===== config.mk =====
export PLATFORM = sky130hd
export DESIGN_NAME = owc_top
export DESIGN_NICKNAME = d
export VERILOG_FILES = /design/src/verilog/owc_pkg.sv /design/src/verilog/owc_tick_if.sv /design/src/verilog/owc_top.sv /design/src/verilog/owc_prescaler.sv
export VERILOG_INCLUDE_DIRS = /design/src /design/src/verilog
export SDC_FILE = /design/constraint.sdc
export NUM_CORES = 1
export LEC_CHECK = 0
export BUFFER_PORTS_ARGS = -buffer_cell sky130_fd_sc_hd__buf_2
export CAP_MARGIN = 20
export CORE_UTILIZATION = 40
export CTS_CLUSTER_DIAMETER = 100
export CTS_CLUSTER_SIZE = 16
export DETAILED_ROUTE_END_ITERATION = 12
export PLACE_DENSITY = 0.59
export SYNTH_ARGS = -nofsm -noshare
export SYNTH_HDL_FRONTEND = slang
export SYNTH_SLANG_ARGS = --single-unit

===== constraint.sdc =====
create_clock -name core_clk_in -period 3.9 [get_ports core_clk_in]
set_clock_uncertainty 0.1 [all_clocks]
set_input_delay 0.195 -clock core_clk_in [delete_from_list [all_inputs] [get_ports core_clk_in]]
set_output_delay 0.195 -clock core_clk_in [all_outputs]
set_load 0.05 [all_outputs]

===== src/verilog/owc_map.svh =====
`ifndef OWC_MAP_SVH
`define OWC_MAP_SVH

// register offsets
`define OWC_LCTL_OFS 4'h0
`define OWC_UCTL_OFS 4'h1
`define OWC_LCMP_OFS 4'h2
`define OWC_UCMP_OFS 4'h3
`define OWC_SYSCTL_OFS 4'h4
`define OWC_STATUS_OFS 4'h5
`define OWC_MASK_OFS 4'h6
`define OWC_CNTLO_OFS 4'h7
`define OWC_CNTHI_OFS 4'h8

// field positions
`define OWC_RUN_BIT 3
`define OWC_FLIPFLOP_BIT 7
`define OWC_MODE_MSB 2
`define OWC_SRC_MSB 6
`define OWC_SRC_LSB 4
`define OWC_HFEN_BIT 7
`define OWC_LFEN_BIT 6
`define OWC_LFSEL_BIT 5
`define OWC_MATCH_BIT 0

// field codes
`define OWC_WARMUP_MODE 3'h5
`define OWC_CASCADE_MODE 3'h3
`define OWC_SRC_FC11 3'h0
`define OWC_SRC_FC7 3'h1
`define OWC_SRC_FC5 3'h2
`define OWC_SRC_FC3 3'h3
`define OWC_SRC_FS 3'h4
`define OWC_SRC_FC1 3'h5
`define OWC_SRC_FC 3'h6

// reset values
`define OWC_CTL_RST 8'h00
`define OWC_CMP_RST 8'h00
`define OWC_SYSCTL_RST 8'h80
`define OWC_MASK_RST 8'h00

// timing
`define OWC_CLK_HZ 100000000
`define OWC_FS_HZ 32768
`define OWC_FC_HZ 16000000
`define OWC_FS_CYC (`OWC_CLK_HZ / `OWC_FS_HZ)
`define OWC_FC_CYC (`OWC_CLK_HZ / `OWC_FC_HZ)

`endif


===== src/verilog/owc_pkg.sv =====
package owc_pkg;

   typedef enum logic {owc_idle, owc_count} owc_phase_t;

   typedef struct packed {
      owc_phase_t phase;
      logic [15:0] count;
      logic [7:0] lctl;
      logic [7:0] uctl;
      logic [7:0] lcmp;
      logic [7:0] ucmp;
      logic [7:0] sysctl;
      logic [7:0] status;
      logic [7:0] mask;
      logic [7:0] rdata;
      logic irq;
      logic match;
   } owc_state_t;

   typedef struct packed {
      logic [15:0] fc_div;
      logic [15:0] fs_div;
      logic [10:0] pre;
      logic tick;
   } owc_pre_state_t;

endpackage


===== src/verilog/owc_tick_if.sv =====
`timescale 1ns/100ps
interface owc_tick_if;
   logic [2:0] clk_sel;
   logic tick;
   modport src (input clk_sel, output tick);
   modport user (output clk_sel, input tick);
endinterface


===== src/verilog/owc_top.sv =====
`timescale 1ns/100ps
`include "owc_map.svh"
// Summary of operation
// - two byte counters cascade into 16-bit up-counter
// - match uses only upper compare byte
// - run bit three starts count from zero
// - match clears counter and raises interrupt
// - fs source gives 256 ticks per step
// - fc source gives 256 ticks per step
// - system control bits seven, six, five
// - mode codes select warm-up and cascading
module owc_top #(
   parameter int FC_CYC = `OWC_FC_CYC,
   parameter int FS_CYC = `OWC_FS_CYC
) (
   input wire logic core_clk_in,
   input wire logic sys_rst_in,
   input wire logic [3:0] reg_addr_in,
   input wire logic [7:0] reg_wdata_in,
   input wire logic reg_wr_in,
   input wire logic reg_rd_in,
   output logic [7:0] reg_rdata_out,
   output logic irq_out,
   output logic warmup_match_irq_out,
   output logic hf_osc_en_out,
   output logic lf_osc_en_out,
   output logic sys_clk_lf_sel_out,
   output logic [1:0] output_flipflop_ctl_out
);
   owc_pkg::owc_state_t s, n;
   owc_tick_if tick_if ();
   logic run;
   logic cfg_ok;
   logic hit;

   owc_prescaler #(
      .FC_CYC(FC_CYC),
      .FS_CYC(FS_CYC)
   ) u_pre (
      .core_clk_in(core_clk_in),
      .sys_rst_in(sys_rst_in),
      .tick_if(tick_if)
   );

   assign tick_if.clk_sel = s.lctl[`OWC_SRC_MSB:`OWC_SRC_LSB];

   always_comb begin
      n = s;
      n.match = 1'b0;
      n.rdata = 8'h00;
      run = s.uctl[`OWC_RUN_BIT];
      cfg_ok = (s.uctl[`OWC_MODE_MSB:0] == `OWC_WARMUP_MODE) &&
         (s.lctl[`OWC_MODE_MSB:0] == `OWC_CASCADE_MODE);
      // lower compare byte is never looked at in this mode
      hit = (16'(s.count + 16'h0001) == {s.ucmp, 8'h00});

      case (s.phase)
         owc_pkg::owc_idle: begin
            n.count = 16'h0000;
            if (run && cfg_ok) begin
               n.phase = owc_pkg::owc_count;
            end
         end
         owc_pkg::owc_count: begin
            if (!run || !cfg_ok) begin
               n.phase = owc_pkg::owc_idle;
               n.count = 16'h0000;
            end else if (tick_if.tick) begin
               if (hit) begin
                  n.count = 16'h0000;
                  n.match = 1'b1;
               end else begin
                  n.count = 16'(s.count + 16'h0001);
               end
            end
         end
         default: begin
            n.phase = owc_pkg::owc_idle;
            n.count = 16'h0000;
         end
      endcase

      if (reg_wr_in) begin
         case (reg_addr_in)
            `OWC_LCTL_OFS: n.lctl = reg_wdata_in;
            `OWC_UCTL_OFS: n.uctl = reg_wdata_in;
            `OWC_LCMP_OFS: n.lcmp = reg_wdata_in;
            `OWC_UCMP_OFS: n.ucmp = reg_wdata_in;
            `OWC_SYSCTL_OFS: n.sysctl = reg_wdata_in;
            `OWC_MASK_OFS: n.mask = reg_wdata_in;
            default: n.sysctl = n.sysctl;
         endcase
      end

      if (reg_rd_in) begin
         case (reg_addr_in)
            `OWC_LCTL_OFS: n.rdata = s.lctl;
            `OWC_UCTL_OFS: n.rdata = s.uctl;
            `OWC_LCMP_OFS: n.rdata = s.lcmp;
            `OWC_UCMP_OFS: n.rdata = s.ucmp;
            `OWC_SYSCTL_OFS: n.rdata = s.sysctl;
            `OWC_STATUS_OFS: n.rdata = s.status;
            `OWC_MASK_OFS: n.rdata = s.mask;
            `OWC_CNTLO_OFS: n.rdata = s.count[7:0];
            `OWC_CNTHI_OFS: n.rdata = s.count[15:8];
            default: n.rdata = 8'h00;
         endcase
      end

      // a match landing on the clearing read still sets the flag
      if (reg_rd_in && reg_addr_in == `OWC_STATUS_OFS) begin
         n.status = 8'h00;
      end
      n.status[`OWC_MATCH_BIT] = n.status[`OWC_MATCH_BIT] | n.match;
      n.irq = |(n.status & n.mask);
   end

   always_ff @(posedge core_clk_in) begin
      if (sys_rst_in) begin
         s.phase <= owc_pkg::owc_idle;
         s.count <= 16'h0000;
         s.lctl <= `OWC_CTL_RST;
         s.uctl <= `OWC_CTL_RST;
         s.lcmp <= `OWC_CMP_RST;
         s.ucmp <= `OWC_CMP_RST;
         s.sysctl <= `OWC_SYSCTL_RST;
         s.status <= 8'h00;
         s.mask <= `OWC_MASK_RST;
         s.rdata <= 8'h00;
         s.irq <= 1'b0;
         s.match <= 1'b0;
      end else begin
         s <= n;
      end
   end

   assign reg_rdata_out = s.rdata;
   assign irq_out = s.irq;
   assign warmup_match_irq_out = s.match;
   assign hf_osc_en_out = s.sysctl[`OWC_HFEN_BIT];
   assign lf_osc_en_out = s.sysctl[`OWC_LFEN_BIT];
   assign sys_clk_lf_sel_out = s.sysctl[`OWC_LFSEL_BIT];
   // pins follow the bits; keeping them low is up to software
   assign output_flipflop_ctl_out = {s.uctl[`OWC_FLIPFLOP_BIT], s.lctl[`OWC_FLIPFLOP_BIT]};

   // helper: cycles between ticks while the source stays put
   logic [15:0] gap_reg;
   logic gap_ok_reg;
   logic [2:0] sel_d_reg;
   always_ff @(posedge core_clk_in) begin
      if (sys_rst_in) begin
         gap_reg <= 16'h0000;
         gap_ok_reg <= 1'b0;
         sel_d_reg <= 3'h0;
      end else begin
         sel_d_reg <= tick_if.clk_sel;
         gap_reg <= tick_if.tick ? 16'h0000 : 16'(gap_reg + 16'h0001);
         if (sel_d_reg != tick_if.clk_sel) begin
            gap_ok_reg <= 1'b0;
         end else if (tick_if.tick) begin
            gap_ok_reg <= 1'b1;
         end
      end
   end
endmodule


===== src/verilog/owc_prescaler.sv =====
`timescale 1ns/100ps
`include "owc_map.svh"
module owc_prescaler #(
   parameter int FC_CYC = `OWC_FC_CYC,
   parameter int FS_CYC = `OWC_FS_CYC
) (
   input wire logic core_clk_in,
   input wire logic sys_rst_in,
   owc_tick_if.src tick_if
);
   owc_pkg::owc_pre_state_t s, n;
   logic fc_t;
   logic fs_t;

   // dividers run free so every source keeps an exact period across starts
   always_comb begin
      n = s;
      fc_t = (s.fc_div == 16'(FC_CYC - 1));
      fs_t = (s.fs_div == 16'(FS_CYC - 1));
      n.fc_div = fc_t ? 16'h0000 : 16'(s.fc_div + 16'h0001);
      n.fs_div = fs_t ? 16'h0000 : 16'(s.fs_div + 16'h0001);
      if (fc_t) begin
         n.pre = 11'(s.pre + 11'h001);
      end
      case (tick_if.clk_sel)
         `OWC_SRC_FC11: n.tick = fc_t && (&s.pre[10:0]);
         `OWC_SRC_FC7: n.tick = fc_t && (&s.pre[6:0]);
         `OWC_SRC_FC5: n.tick = fc_t && (&s.pre[4:0]);
         `OWC_SRC_FC3: n.tick = fc_t && (&s.pre[2:0]);
         `OWC_SRC_FS: n.tick = fs_t;
         `OWC_SRC_FC1: n.tick = fc_t && s.pre[0];
         `OWC_SRC_FC: n.tick = fc_t;
         default: n.tick = 1'b0;
      endcase
   end

   always_ff @(posedge core_clk_in) begin
      if (sys_rst_in) begin
         s <= '0;
      end else begin
         s <= n;
      end
   end

   assign tick_if.tick = s.tick;
endmodule


==> impl_metrics.ini <==
[clock_network]
cts_inserted_buffers = 17
root_buffer = clkbuf_16
clk_path_buf_depth = 2
cts_sinks = 127
h-tree-depth = 4
clk_pin_slew_ns = 0.06
ctsResizeCount = 0
clk_latency_ns = 0.42
tritoncts = yes
cts_setup_buffers = 0
cts_hold_buf = 0

[global_routing]
antenna_found_initial = 0
grt_usage = 0.213
gr-total-overflow = 0
grt_pass1_vias = 4926
grt_max_degree = 37
grt_pass1_wl_mm = 26.1

[timing]
slew_headroom = 0.386
tightest_slew_ns = 0.916
fin_tns_setup_ns = 0
slew_viol_final = 0
hold_viol_final = 0
rsz0062_at_grt = false
setup_viol = 0
finalWorstSetupSlack_ns = 1.05
period_needed_ns = 2.85
fmax_ghz = 0.350
period_share = 0.732

[yosys]
synth_area_um2 = 6220
ys_types = 61
async_flop_share = 0
synth_ff_type = dfxtp_1
synth-edff-count = 0
avgSynthCellArea_um2 = 8.73
synthCells = 713
ys_ff_latch = 127
syn_nets = 737
synth-warning-count = 0
ys_seq_area_frac = 0.409

[die]
core_um2 = 15200
dieArea_um2 = 16100
die_h_um = 127
start_util = 0.409
die-width_um = 127
fp-row-count = 45
num_io_pins = 31

[finish]
antenna_cells = 0
fill_cells = 1481
seq_area_um2 = 2540
drive_gt1_frac = 0.132
nets = 741
syn2layout_area_growth_pct = 13.2
fin_cells = 917
mostFrequentLayoutCell = dfxtp_1
most-common-layout-cells = dfxtp_1 (127), nor2_1 (101), nand2_1 (58)
multi_input_area_um2 = 3390

[placement]
dpl.hpwl_mm = 11.2
pre_cts_slack_ns = 1.07
port_buffers = 30
dp.cells = 886
place_congestion = 0.903

[critical_path]
crit_type = register to register
crit_path_end_kind = register
worst_ep_arrival_time_ns = 3.04
required_ns = 4.08
cp-start-kind = register
worstPathMaxFanout = 8

[routing]
drc = 0
wl_mm = 16.1
ant_nets = 0
routed_via_density = 5.71
dr.pass1.iters = 5
wl_per_cell_um = 17.6
dr_total_vias = 5233
drt-initial-drc-count = 433

[outcome]
outcome = completed

[power_and_ir_drop]
vdd_drop_max_mv = 0.353
power_density_nw_per_um2 = 440
p_leak_nw = 2.70

[hold_path]
hold_class = input port to register

[run]
maxCapViolations = 0
-- cell type report --
cell class	instances	share of cell area
clock inverters	9	0.0187
well taps	188	0.0334
multi-input cells	524	0.482
clock buffers	22	0.0702
inverters	9	0.00480
repair buffers	38	0.0299
flip-flops and latches	127	0.361
-- Yosys cell counts, drive strengths merged (12+ instances only) --
master,count,share of area
nand3,53,0.043
xnor2,20,0.028
dfxtp,127,0.41
a21oi,36,0.029
o21ai,12,0.0097
buf,21,0.021
nor2,101,0.061
and3,19,0.019
nand4,15,0.017
nand2,58,0.035
xor2,36,0.051
mux2i,30,0.048
clkbuf,32,0.019
-- kinds of logic (layout without fill, tap and decap cells) --
| group | count (synthesis) | after routing | synth area share |
|---|---|---|---|
| muxes | 45 | 45 | 0.0863 |
| adders and majority gates | 8 | 8 | 0.0161 |
| AOI/OAI and AO/OA | 100 | 100 | 0.112 |
| buffers and inverters | 62 | 78 | 0.0458 |
| DFF | 127 | 127 | 0.409 |
| and+or+nand+nor | 315 | 315 | 0.252 |
| xor gates and xnor gates | 56 | 56 | 0.0788 |
-- sequential cells by signal, summed over array words and instances (netlist names) --
name / flops
hf_osc_en_out: 1
irq_out: 1
lf_osc_en_out: 1
output_flipflop_ctl_out: 2
reg_rdata_out: 8
run: 1
s: 67
sys_clk_lf_sel_out: 1
u_pre.s: 43
u_pre.tick_if.tick: 1
warmup_match_irq_out: 1
-- metrics by stage --
| step | util | instance area [um2] | hold slack, ns | power [W] |
|---|---|---|---|---|
| 2_1_floorplan | - | 6220 | 0.187 | 0.00143 |
| 3_3_place_gp | 0.422 | 6420 | 0.342 | 0.00148 |
| 3_5_place_dp | 0.422 | 6420 | 0.347 | 0.00148 |
| 4_1_cts | 0.463 | 7040 | 0.0000276 | 0.00313 |
| 5_1_grt | 0.463 | 7040 | 0.0127 | 0.00320 |
| 6_report | 0.463 | 7040 | 0.0169 | 0.00310 |
-- per-layer routing --
| metal | GRT usage | vias up | share of wire |
|---|---|---|---|
| met5 | 0 | - | 0 |
| met3 | 0.0612 | 28 | 0.069 |
| met4 | 0.0875 | 0 | 0.024 |
| li1 | - | 2509 | - |
| met1 | 0.269 | 2505 | 0.45 |
| met2 | 0.343 | 191 | 0.46 |
-- path summary, 6_finish.rpt --
check	startpoint	endpoint	slack, ns	depth (start not counted)
max	s[67]$_SDFFE_PP0P_	s[78]$_SDFFE_PP0P_	1.05	7
min	reg_wdata_in[3]	run$_SDFFE_PP0P_	0.02	3
max reg2reg	s[67]$_SDFFE_PP0P_	s[78]$_SDFFE_PP0P_	1.05	7
min reg2reg	s[30]$_SDFFE_PP0P_	s[30]$_SDFFE_PP0P_	0.36	2
-- worst max-delay path: stages (launching register included) --
cell,delay [ns]
dfxtp_1,0.48
ha_1,0.30
nand3_1,0.25
or4_1,0.46
a32o_1,0.27
o21a_4,0.22
o41ai_4,0.53
nor2_1,0.10
-- power by group --
part           leakage, nW  switching, W  total, W  internal, W
Clock                0.300      0.000558   0.00164      0.00108
Combinational         1.37     0.0000903  0.000131    0.0000411
Sequential            1.02     0.0000126   0.00132      0.00131
No activity file was read; power rests on OpenSTA's default activity.
